===== config.mk =====
export PLATFORM = sky130hd
export DESIGN_NAME = sscf_front_end
export DESIGN_NICKNAME = d
export VERILOG_FILES = /design/src/sscf_pkg.sv /design/src/sscf_front_end.sv
export VERILOG_INCLUDE_DIRS = /design/src
export SDC_FILE = /design/constraint.sdc
export NUM_CORES = 1
export LEC_CHECK = 0
export ABC_CLOCK_PERIOD_IN_PS = 13300
export BUFFER_PORTS_ARGS = -buffer_cell sky130_fd_sc_hd__clkbuf_2
export CELL_PAD_IN_SITES_DETAIL_PLACEMENT = 0
export CELL_PAD_IN_SITES_GLOBAL_PLACEMENT = 1
export CORE_UTILIZATION = 40
export CTS_CLUSTER_SIZE = 24
export DETAILED_ROUTE_END_ITERATION = 8
export PLACE_DENSITY = 0.73
export SETUP_SLACK_MARGIN = 0.1
export SLEW_MARGIN = 20
export SYNTH_ARGS = -nofsm -noshare
export SYNTH_HDL_FRONTEND = slang
export SYNTH_SLANG_ARGS = --single-unit

===== constraint.sdc =====
create_clock -name clk_in -period 13.3 [get_ports clk_in]
set_input_delay 2.66 -clock clk_in [delete_from_list [all_inputs] [get_ports clk_in]]
set_output_delay 2.66 -clock clk_in [all_outputs]
set_load 0.03 [all_outputs]

===== src/sscf_map.svh =====
// Purpose: Constants for the serial slave command front end
// Assumes: Included by bare name
// Notes:   Opcodes, phase lengths and address field positions
`ifndef SSCF_MAP_SVH
`define SSCF_MAP_SVH
`define SSCF_OP_READ      8'h0B
`define SSCF_OP_DOREAD2   8'h3B
`define SSCF_OP_IOREAD2   8'hBB
`define SSCF_OP_DOREAD4   8'h6B
`define SSCF_OP_IOREAD4   8'hEB
`define SSCF_OP_WRITE     8'h02
`define SSCF_OP_DWRITE2   8'h32
`define SSCF_OP_AWRITE2   8'hB2
`define SSCF_OP_DWRITE4   8'h62
`define SSCF_OP_AWRITE4   8'hE2
`define SSCF_OP_ENTER_QUAD 8'h38
`define SSCF_OP_ENTER_OCT 8'h3A
`define SSCF_OP_EXIT_WIDE 8'hFF
`define SSCF_DUMMY_SINGLE 4'h1
`define SSCF_DUMMY_QUAD   4'h3
`define SSCF_DUMMY_OCT    4'h8
`define SSCF_DUMMY_DUAL_IO 4'h2
`define SSCF_DUMMY_QUAD_IO 4'h4
`define SSCF_STEP_MSB     15
`define SSCF_STEP_LSB     14
`define SSCF_STEP_DEC     2'h2
`define SSCF_STEP_INC     2'h1
`define SSCF_WORD_BYTES   16'h0004
`endif


===== src/sscf_pkg.sv =====
// Purpose: Types for the serial slave command front end
// Assumes: Nothing
// Notes:   Constants live in sscf_map.svh
package sscf_pkg;
  typedef enum logic [1:0] {
    SSCF_LANE_SINGLE = 2'b00,
    SSCF_LANE_QUAD   = 2'b01,
    SSCF_LANE_OCT    = 2'b10
  } sscf_lane_t;
  typedef enum logic [2:0] {
    SSCF_ST_CMD   = 3'b000,
    SSCF_ST_ADDR  = 3'b001,
    SSCF_ST_DUMMY = 3'b010,
    SSCF_ST_RDATA = 3'b011,
    SSCF_ST_WDATA = 3'b100,
    SSCF_ST_DONE  = 3'b101
  } sscf_state_t;
  typedef struct packed {
    logic [15:0] addr;
    logic        write;
    logic [31:0] data;
  } sscf_req_t;
endpackage


===== src/sscf_front_end.sv =====
// Purpose: Slave serial command front end (single/dual/quad, quad and octal lane modes)
// Assumes: Serial clock slower than clk_in/2 by sampling; bench link 5 MHz
// Notes:   Requests leave through a two-entry buffer; read words come back on rdata
// Functional notes
// - Four-wire and six-wire pin arrangements supported
// - Serial clock limits 100 or 80 MHz
// - Output variants serial address; I/O wide address
// - Capture input bits on rising clock
// - Launch output bits on falling clock
// - Either clock idle polarity works
// - Select high ignores inputs, releases outputs
// - Instruction eight bits on lane zero in single mode, on four or eight lanes in quad or octal mode
// - Two address bytes, one/two/four/eight bits per clock
// - Address is byte address, word access
// - Address bits 15:14 pick step direction
// - FIFO addresses never step
// - Dummy cycles after address, outputs undriven
// - Data follows as 32-bit words
// - Enter-quad instruction selects four lanes from single mode
// - Enter-octal instruction selects eight lanes from single mode
// - Most significant group shifted first
// - Address MSB first, data little endian
// - Opcodes 38h, 3Ah, FFh configure lanes
// - Reset instruction restores single lane anywhere
// - Further words follow by continued clocking
// - Read dummy bytes one, three, eight by lane mode; two and four for single-mode I/O reads
`timescale 1ns/1ps
`default_nettype none
`include "sscf_map.svh"
module sscf_front_end #(
  parameter logic [15:0] FIFO_ADDR_MASK = 16'h3F00,
  parameter logic [15:0] FIFO_ADDR_BASE = 16'h3000
) (
  input  wire logic               clk_in,
  input  wire logic               resetn_in,
  input  wire logic               sck_in,
  input  wire logic               csn_in,
  input  wire logic [7:0]         lane_in,
  output logic      [7:0]         lane_out,
  output logic      [7:0]         lane_oe_out,
  output logic                    req_valid_out,
  input  wire logic               req_ready_in,
  output sscf_pkg::sscf_req_t     req_out,
  input  wire logic               rdata_valid_in,
  input  wire logic [31:0]        rdata_in,
  output logic                    rdata_ready_out,
  output sscf_pkg::sscf_lane_t    lane_mode_out
);
  // Two-flop synchronisers on every pin; they cap the link clock well below clk_in
  logic [9:0] sync1_reg;
  logic [9:0] sync2_reg;
  logic       sck_d_reg;
  always_ff @(posedge clk_in or negedge resetn_in) begin
    if (!resetn_in) begin
      sync1_reg <= 10'h200;
      sync2_reg <= 10'h200;
      sck_d_reg <= 1'b0;
    end else begin
      sync1_reg <= {csn_in, sck_in, lane_in};
      sync2_reg <= sync1_reg;
      sck_d_reg <= sync2_reg[8];
    end
  end
  logic       cs_act;
  logic       sck_rise;
  logic       sck_fall;
  logic [7:0] din;
  // Edges only count inside a frame, so idle level of the clock is irrelevant
  assign cs_act   = ~sync2_reg[9];
  assign sck_rise = cs_act & sync2_reg[8] & ~sck_d_reg;
  assign sck_fall = cs_act & ~sync2_reg[8] & sck_d_reg;
  assign din      = sync2_reg[7:0];

  sscf_pkg::sscf_state_t st_reg, st_next;
  sscf_pkg::sscf_lane_t  mode_reg, mode_next;
  logic [7:0]  cmd_reg, cmd_next;
  logic [15:0] addr_reg, addr_next;
  logic [31:0] sh_reg, sh_next;
  logic [5:0]  bits_reg, bits_next;
  logic [3:0]  dum_reg, dum_next;
  logic [3:0]  width_reg, width_next;      // Data lanes per clock
  logic [3:0]  awidth_reg, awidth_next;    // Address/dummy lanes per clock
  logic [31:0] tx_reg, tx_next;
  logic [7:0]  out_reg, out_next;
  logic        oe_reg, oe_next;
  logic        txv_reg, txv_next;          // Read word loaded
  logic        rdreq_reg, rdreq_next;      // Read request pending
  logic        wr_push, rd_push;
  logic        buf_ready;
  logic        fifo_hit;
  logic [15:0] step_addr;
  logic [5:0]  in_w;
  logic [3:0]  cur_w;
  logic [7:0]  dmask;
  logic [31:0] le_word;

  assign fifo_hit = (addr_reg & FIFO_ADDR_MASK) == FIFO_ADDR_BASE;
  assign lane_mode_out = mode_reg;

  // Next address after one word; byte address moves by four
  always_comb begin
    step_addr = addr_reg;
    if (!fifo_hit) begin
      if (addr_reg[`SSCF_STEP_MSB:`SSCF_STEP_LSB] == `SSCF_STEP_DEC) begin
        step_addr = addr_reg - `SSCF_WORD_BYTES;
      end else if (addr_reg[`SSCF_STEP_MSB:`SSCF_STEP_LSB] == `SSCF_STEP_INC) begin
        step_addr = addr_reg + `SSCF_WORD_BYTES;
      end
    end
  end

  // Lanes used in the current phase
  always_comb begin
    case (st_reg)
      sscf_pkg::SSCF_ST_CMD: cur_w = (mode_reg == sscf_pkg::SSCF_LANE_QUAD) ? 4'h4 :
                                     (mode_reg == sscf_pkg::SSCF_LANE_OCT) ? 4'h8 : 4'h1;
      sscf_pkg::SSCF_ST_ADDR,
      sscf_pkg::SSCF_ST_DUMMY: cur_w = awidth_reg;
      default: cur_w = width_reg;
    endcase
    dmask = 8'hFF >> (4'h8 - cur_w);
    in_w  = {2'h0, cur_w};
  end

  // Pushed word includes the group taken on the pushing edge; little endian
  assign le_word = {sh_next[7:0], sh_next[15:8], sh_next[23:16], sh_next[31:24]};

  // Frame state machine
  always_comb begin
    st_next     = st_reg;
    mode_next   = mode_reg;
    cmd_next    = cmd_reg;
    addr_next   = addr_reg;
    sh_next     = sh_reg;
    bits_next   = bits_reg;
    dum_next    = dum_reg;
    width_next  = width_reg;
    awidth_next = awidth_reg;
    tx_next     = tx_reg;
    out_next    = out_reg;
    oe_next     = oe_reg;
    txv_next    = txv_reg;
    rdreq_next  = rdreq_reg;
    wr_push     = 1'b0;
    rd_push     = 1'b0;
    if (!cs_act) begin
      // Abandon partial frame, keep lane mode
      st_next    = sscf_pkg::SSCF_ST_CMD;
      bits_next  = 6'h00;
      oe_next    = 1'b0;
      txv_next   = 1'b0;
      rdreq_next = 1'b0;
    end else if (sck_rise) begin
      sh_next   = (sh_reg << in_w) | {24'h0, din & dmask};
      bits_next = bits_reg + in_w;
      case (st_reg)
        sscf_pkg::SSCF_ST_CMD: begin
          if (bits_reg + in_w == 6'h08) begin
            bits_next = 6'h00;
            cmd_next  = sh_next[7:0];
            st_next   = sscf_pkg::SSCF_ST_ADDR;
            width_next  = cur_w;
            awidth_next = cur_w;
            dum_next    = (mode_reg == sscf_pkg::SSCF_LANE_QUAD) ? `SSCF_DUMMY_QUAD :
                          (mode_reg == sscf_pkg::SSCF_LANE_OCT) ? `SSCF_DUMMY_OCT :
                          `SSCF_DUMMY_SINGLE;
            if (mode_reg == sscf_pkg::SSCF_LANE_SINGLE) begin
              case (sh_next[7:0])
                `SSCF_OP_DOREAD2, `SSCF_OP_DWRITE2: width_next = 4'h2;
                `SSCF_OP_DOREAD4, `SSCF_OP_DWRITE4: width_next = 4'h4;
                `SSCF_OP_IOREAD2, `SSCF_OP_AWRITE2: begin
                  width_next  = 4'h2;
                  awidth_next = 4'h2;
                end
                `SSCF_OP_IOREAD4, `SSCF_OP_AWRITE4: begin
                  width_next  = 4'h4;
                  awidth_next = 4'h4;
                end
                default: width_next = 4'h1;
              endcase
              if (sh_next[7:0] == `SSCF_OP_IOREAD2) dum_next = `SSCF_DUMMY_DUAL_IO;
              if (sh_next[7:0] == `SSCF_OP_IOREAD4) dum_next = `SSCF_DUMMY_QUAD_IO;
            end
            case (sh_next[7:0])
              `SSCF_OP_ENTER_QUAD: begin
                st_next = sscf_pkg::SSCF_ST_DONE;
                if (mode_reg == sscf_pkg::SSCF_LANE_SINGLE)
                  mode_next = sscf_pkg::SSCF_LANE_QUAD;
              end
              `SSCF_OP_ENTER_OCT: begin
                st_next = sscf_pkg::SSCF_ST_DONE;
                if (mode_reg == sscf_pkg::SSCF_LANE_SINGLE)
                  mode_next = sscf_pkg::SSCF_LANE_OCT;
              end
              `SSCF_OP_EXIT_WIDE: begin
                st_next   = sscf_pkg::SSCF_ST_DONE;
                mode_next = sscf_pkg::SSCF_LANE_SINGLE;
              end
              `SSCF_OP_READ, `SSCF_OP_DOREAD2, `SSCF_OP_IOREAD2, `SSCF_OP_DOREAD4,
              `SSCF_OP_IOREAD4, `SSCF_OP_WRITE, `SSCF_OP_DWRITE2, `SSCF_OP_AWRITE2,
              `SSCF_OP_DWRITE4, `SSCF_OP_AWRITE4: st_next = sscf_pkg::SSCF_ST_ADDR;
              default: st_next = sscf_pkg::SSCF_ST_DONE;
            endcase
          end
        end
        sscf_pkg::SSCF_ST_ADDR: begin
          if (bits_reg + in_w == 6'h10) begin
            bits_next = 6'h00;
            addr_next = sh_next[15:0];
            if (cmd_reg == `SSCF_OP_WRITE || cmd_reg == `SSCF_OP_DWRITE2 ||
                cmd_reg == `SSCF_OP_AWRITE2 || cmd_reg == `SSCF_OP_DWRITE4 ||
                cmd_reg == `SSCF_OP_AWRITE4) begin
              st_next = sscf_pkg::SSCF_ST_WDATA;
            end else begin
              st_next    = sscf_pkg::SSCF_ST_DUMMY;
              rdreq_next = 1'b1;                            // Fetch during dummy
            end
          end
        end
        sscf_pkg::SSCF_ST_DUMMY: begin
          oe_next = 1'b0;
          if (bits_reg + in_w == 6'h08) begin
            bits_next = 6'h00;
            dum_next  = dum_reg - 4'h1;
            if (dum_reg == 4'h1) st_next = sscf_pkg::SSCF_ST_RDATA;
          end
        end
        sscf_pkg::SSCF_ST_WDATA: begin
          if (bits_reg + in_w == 6'h20) begin
            bits_next = 6'h00;
            wr_push   = 1'b1;
            addr_next = step_addr;
          end
        end
        sscf_pkg::SSCF_ST_RDATA: begin
          if (bits_reg + in_w == 6'h20) begin
            bits_next  = 6'h00;
            addr_next  = step_addr;
            txv_next   = 1'b0;
            rdreq_next = 1'b1;
          end
        end
        default: bits_next = 6'h00;
      endcase
    end else if (sck_fall && st_reg == sscf_pkg::SSCF_ST_RDATA) begin
      // Shift out msb first, low byte first; lanes above width stay released
      out_next = 8'h00;
      for (int i = 0; i < 8; i++) begin
        if (i < int'(width_reg)) out_next[i] = tx_reg[31 - int'(width_reg) + 1 + i];
      end
      if (width_reg == 4'h1) out_next = {6'h00, tx_reg[31], 1'b0}; // Single lane drives lane 1
      tx_next = tx_reg << width_reg;
      oe_next = 1'b1;
    end
    // Pending read goes to buffer, answer loads transmit word
    if (cs_act && rdreq_reg && buf_ready && !wr_push) begin
      rd_push    = 1'b1;
      rdreq_next = 1'b0;
    end
    if (cs_act && rdata_valid_in && !txv_reg) begin
      tx_next  = {rdata_in[7:0], rdata_in[15:8], rdata_in[23:16], rdata_in[31:24]};
      txv_next = 1'b1;
    end
  end

  always_ff @(posedge clk_in or negedge resetn_in) begin
    if (!resetn_in) begin
      st_reg     <= sscf_pkg::SSCF_ST_CMD;
      mode_reg   <= sscf_pkg::SSCF_LANE_SINGLE;
      cmd_reg    <= 8'h00;
      addr_reg   <= 16'h0000;
      sh_reg     <= 32'h0000_0000;
      bits_reg   <= 6'h00;
      dum_reg    <= 4'h0;
      width_reg  <= 4'h1;
      awidth_reg <= 4'h1;
      tx_reg     <= 32'h0000_0000;
      out_reg    <= 8'h00;
      oe_reg     <= 1'b0;
      txv_reg    <= 1'b0;
      rdreq_reg  <= 1'b0;
    end else begin
      st_reg     <= st_next;
      mode_reg   <= mode_next;
      cmd_reg    <= cmd_next;
      addr_reg   <= addr_next;
      sh_reg     <= sh_next;
      bits_reg   <= bits_next;
      dum_reg    <= dum_next;
      width_reg  <= width_next;
      awidth_reg <= awidth_next;
      tx_reg     <= tx_next;
      out_reg    <= out_next;
      oe_reg     <= oe_next;
      txv_reg    <= txv_next;
      rdreq_reg  <= rdreq_next;
    end
  end

  // Output lanes; a lane drives only while selected and in the read data phase
  always_comb begin
    lane_out    = out_reg;
    lane_oe_out = 8'h00;
    for (int i = 0; i < 8; i++) begin
      if (i < int'(width_reg)) lane_oe_out[i] = oe_reg & cs_act;
    end
    if (width_reg == 4'h1) lane_oe_out = {6'h00, oe_reg & cs_act, 1'b0};
  end
  assign rdata_ready_out = cs_act & ~txv_reg;

  // Two-entry request buffer; a write pushed while full is lost, so
  // the back end must drain faster than one word per 32 serial clocks on one lane, per 4 on eight lanes
  sscf_pkg::sscf_req_t buf_mem [2];
  logic [1:0] cnt_reg, cnt_next;
  logic       wp_reg, wp_next, rp_reg, rp_next;
  logic       push;
  logic       pop;
  sscf_pkg::sscf_req_t push_data;
  assign buf_ready = cnt_reg != 2'h2;
  assign push      = (wr_push | rd_push) & buf_ready;
  assign pop       = req_valid_out & req_ready_in;
  assign push_data = '{addr: addr_reg, write: wr_push, data: le_word};
  assign req_valid_out = cnt_reg != 2'h0;
  assign req_out   = buf_mem[rp_reg];
  always_comb begin
    wp_next  = push ? ~wp_reg : wp_reg;
    rp_next  = pop ? ~rp_reg : rp_reg;
    cnt_next = cnt_reg + {1'b0, push} - {1'b0, pop};
  end
  always_ff @(posedge clk_in or negedge resetn_in) begin
    if (!resetn_in) begin
      cnt_reg    <= 2'h0;
      wp_reg     <= 1'b0;
      rp_reg     <= 1'b0;
      buf_mem[0] <= '0;
      buf_mem[1] <= '0;
    end else begin
      cnt_reg <= cnt_next;
      wp_reg  <= wp_next;
      rp_reg  <= rp_next;
      if (push) buf_mem[wp_reg] <= push_data;
    end
  end
endmodule
`default_nettype wire


==> results.rst <==
.. list-table::
   :header-rows: 1

   * - Metric
     - Value
   * - Leakage power
     - between 8 and 9 nW
   * - Power density over the cells
     - ~120 mW/mm^2
   * - Remaining number of nets flagged by the antenna check after routing
     - 0
   * - Startpoint of the tightest hold check path
     - sync1_reg[2]$_DFF_PN0_
   * - Data arrival time of the critical path
     - between 2 and 3 ns
   * - Longest Clk Path Bufs
     - 3
   * - Final slew viol count
     - 0
   * - Result of the run
     - complete, no violations
   * - Layout overhead on the synthesized area
     - 11.9%
   * - Worst-case hold path end point
     - sync2_reg[2]$_DFF_PN0_
   * - Netlist Area Pre-Place
     - between 0.015 and 0.02 mm^2
   * - Worst hold path class
     - register to register
   * - Aggregate global-route resource usage
     - 0.216
   * - Diode insertion count for antenna repair
     - 0
   * - Final Worst Setup Slack
     - between 8 and 9 ns
   * - Worst-Margin Slew
     - about 0.95 ns
   * - Fill cell instance count of the final layout
     - around 3800
   * - Number of buffers inserted by port buffering
     - around 110
   * - Worst slack after detailed placement
     - approximately 8.3 ns
   * - Critical path endpoint category
     - output pin
   * - Number of resized instances in the post-cts repair step
     - 0
   * - CTS H-tree depth
     - 1
   * - Die extent in x
     - ~200 um
   * - Highest net fanout along the worst path
     - 19
   * - Number of different library cells in the post-synthesis netlist
     - 85
   * - GP Congestion
     - between 0.8 and 0.9
   * - Site Rows
     - between 70 and 80
   * - Combined flip-flop and latch cell area
     - 0.00614 mm^2
   * - Die outline area
     - about 0.04 mm^2
   * - R2R cell count
     - 10
   * - Fin crit share
     - 0.396
   * - Most area-consuming cells after synthesis
     - sky130_fd_sc_hd__dfrtp_1, sky130_fd_sc_hd__mux2i_1, sky130_fd_sc_hd__mux2_2, sky130_fd_sc_hd__nand2_1, sky130_fd_sc_hd__mux4_2
   * - Fmax
     - approximately 0.19 GHz
   * - Number of enable flip-flop cells after synthesis
     - 0
   * - Fraction of layout instances using a drive strength above 1
     - 0.207
   * - Detailed Place HPWL
     - just over 30000 um
   * - Top-count cell post-synth
     - sky130_fd_sc_hd__nand2_1
   * - Top Ports
     - approximately 120
   * - Number of detailed-routing iterations run before antenna repair
     - 7
   * - Core box area
     - 0.0387 mm^2
   * - Max_slew headroom
     - 0.365
   * - Yosys warning total
     - 0
   * - Maximum number of pins on one net before global-route repair
     - 110
   * - Area leader, netlist
     - sky130_fd_sc_hd__dfrtp_1
   * - Synth top area share
     - 0.383
   * - Number of nets in the layout
     - 1821
   * - Req. time, crit path
     - 10.64 ns
   * - Average cell area after synthesis
     - just over 9 um^2
   * - Number of hold buffers added after cts
     - 0
   * - Root cell of the clock tree
     - sky130_fd_sc_hd__clkbuf_16
   * - Reg2reg setup slack
     - roughly 8 ns
   * - Initial antenna violation count
     - 0
   * - Type of origin of the critical path
     - register
   * - Total vias in the final route
     - around 13000
   * - Total routed wirelength
     - approximately 43000 um
   * - Insertion delay of the later-clocked pin in the worst-skew pair
     - around 0.56 ns
   * - Vias/cell
     - 5.59
   * - Cell count after synthesis
     - roughly 1700
   * - Clock transition time at the flip-flop clock pins of the worst setup and hold paths
     - approximately 0.06 ns
   * - Via count of the first global-routing pass
     - between 10000 and 15000
   * - Count of endpoints failing hold in the final timing report
     - 0
   * - DR iter-0 viols
     - a little over 800
   * - Maximum vdd drop
     - around 120 uV
   * - Critical Setup Path Class
     - register to output pin
   * - Clock skew
     - ~0.013 ns
   * - Startpoint of the most critical register-to-register path
     - st_reg[0]$_DFFE_PN0P_
   * - Share of flip-flops with an asynchronous set or reset after synthesis
     - 1.00
   * - Worst Hold Depth
     - 0
   * - Primary FF master, synth
     - sky130_fd_sc_hd__dfrtp_1
   * - DRC Markers
     - 0
   * - Sum Neg Setup Slack
     - 0 ns
   * - Total area of multi-input combinational cells
     - 0.00896 mm^2
   * - Global route total overflow
     - 0
   * - Final number of setup-violating endpoints
     - 0
   * - Top cells by count, synth
     - sky130_fd_sc_hd__nand2_1, sky130_fd_sc_hd__dfrtp_1, sky130_fd_sc_hd__o21ai_0
   * - Initial cell density of the core
     - 0.407
   * - Setup repair after global routing missed its margin
     - no
   * - Die Span Y
     - between 200 and 250 um
   * - DR WL/cell
     - 19.1 um
   * - Total setup buffers inserted after CTS
     - 0
   * - Clock Sink Count
     - ~250
   * - Maxcap violations
     - 0
   * - Period minus WS final
     - between 5 and 6 ns
   * - Flip-flop and latch count after synthesis
     - approximately 250
   * - Overall power after layout
     - between 2 and 2.5 mW
   * - Flip-flop count of the largest register after layout
     - between 90 and 100
   * - Register area share after synthesis
     - 0.390
   * - Total nets after synthesis
     - between 1500 and 2000
   * - Endpoint of the most critical register-to-register path
     - awidth_reg[3]$_DFFE_PN0P_
   * - Wire length of the first global-routing pass
     - approximately 70000 um
   * - Clock buffers created by TritonCTS
     - 29
   * - CTS tree
     - yes
## where the power goes
group | switching (mW) | total [mW] | internal [mW]
Combinational | 0.285 | 0.472 | 0.187
Clock | 0.321 | 0.791 | 0.470
Sequential | 0.0673 | 0.864 | 0.797
Total | 0.673 | 2.13 | 1.45
## worst max path at each step
stage	to	startpoint	depth (start not counted)	slack (ns)
CTS	lane_oe_out[1]	width_reg[3]$_DFFE_PN0P_	5	8.03
global route	lane_oe_out[1]	width_reg[3]$_DFFE_PN0P_	5	7.91
floorplan	lane_oe_out[1]	width_reg[0]$_DFFE_PN1P_	7	8.06
global placement	addr_reg[9]$_DFFE_PN0P_	st_reg[1]$_DFFE_PN0P_	13	8.31
finish	lane_oe_out[1]	width_reg[3]$_DFFE_PN0P_	5	8.04
detailed placement	awidth_reg[3]$_DFFE_PN0P_	st_reg[0]$_DFFE_PN0P_	10	8.26
## cells in the final DEF (no fill, tap or decap), types with 10 or more instances in the layout
cell	count
sky130_fd_sc_hd__nand2b_1	11
sky130_fd_sc_hd__a21oi_1	102
sky130_fd_sc_hd__and2_1	11
sky130_fd_sc_hd__buf_4	19
sky130_fd_sc_hd__xor2_1	12
sky130_fd_sc_hd__dfrtp_1	239
sky130_fd_sc_hd__and3_1	14
sky130_fd_sc_hd__nand3_1	20
sky130_fd_sc_hd__nor2_1	122
sky130_fd_sc_hd__mux2i_1	135
sky130_fd_sc_hd__nand2_1	272
sky130_fd_sc_hd__inv_1	48
sky130_fd_sc_hd__a211oi_1	31
sky130_fd_sc_hd__mux2_2	100
sky130_fd_sc_hd__clkbuf_16	29
sky130_fd_sc_hd__nor3_1	28
sky130_fd_sc_hd__o21ai_0	144
sky130_fd_sc_hd__a31oi_1	13
sky130_fd_sc_hd__xnor2_1	22
sky130_fd_sc_hd__nor2b_1	10
sky130_fd_sc_hd__o31ai_1	12
sky130_fd_sc_hd__ha_1	38
sky130_fd_sc_hd__mux4_2	38
sky130_fd_sc_hd__nand4_1	10
sky130_fd_sc_hd__clkbuf_2	113
## area by class of cell
class / count / area share
Multi-Input combinational cell: 1272 / 0.509
Sequential cell: 245 / 0.348
Clock inverter: 12 / 0.00703
Timing Repair Buffer: 133 / 0.0410
Clock buffer: 39 / 0.0467
Tap cell: 518 / 0.0368
Inverter: 54 / 0.0115
## metrics by stage
| stage | utilization | instance area (um^2) | std cells | hold slack (ns) |
|---|---|---|---|---|
| 6_report | 0.455 | 17600 | 2273 | 0.338 |
| 5_1_grt | 0.455 | 17600 | 2273 | 0.354 |
| 4_1_cts | 0.455 | 17600 | 2273 | 0.340 |
| 3_5_place_dp | 0.430 | 16700 | 2222 | 0.335 |
| 3_3_place_gp | 0.430 | 16700 | 2222 | 0.339 |
| 2_1_floorplan | - | 15800 | 1683 | 0.331 |
## kinds of logic (layout without fill, tap and decap cells)
family | after synthesis | count (layout) | share of synthesized area
AND/OR/NAND/NOR | 537 | 537 | 0.151
AO/OA/AOI/OAI | 387 | 387 | 0.152
multiplexers | 274 | 274 | 0.213
flip-flops | 245 | 245 | 0.390
buffers and inverters | 166 | 238 | 0.0434
adder cells (fa/ha/maj) | 40 | 40 | 0.0327
XOR/XNOR | 34 | 34 | 0.0189
## per-layer routing
layer	up-vias	routed length, um	part of all wire	global-route usage
met2	321	19600	0.45	0.340
met4	0	1130	0.026	0.0646
met3	70	2160	0.050	0.0312
li1	6104	-	-	-
met5	-	0	0	0
met1	6211	20600	0.47	0.309
## worst max-delay path: stages (launching register included)
cell and delay, ns:
sky130_fd_sc_hd__dfrtp_1 0.35, sky130_fd_sc_hd__clkinv_1 0.60, sky130_fd_sc_hd__nand2_1 0.61, sky130_fd_sc_hd__nor3_1 0.12, sky130_fd_sc_hd__nor2_1 0.13, sky130_fd_sc_hd__clkbuf_2 0.22
No activity file was read; power rests on OpenSTA's default activity.
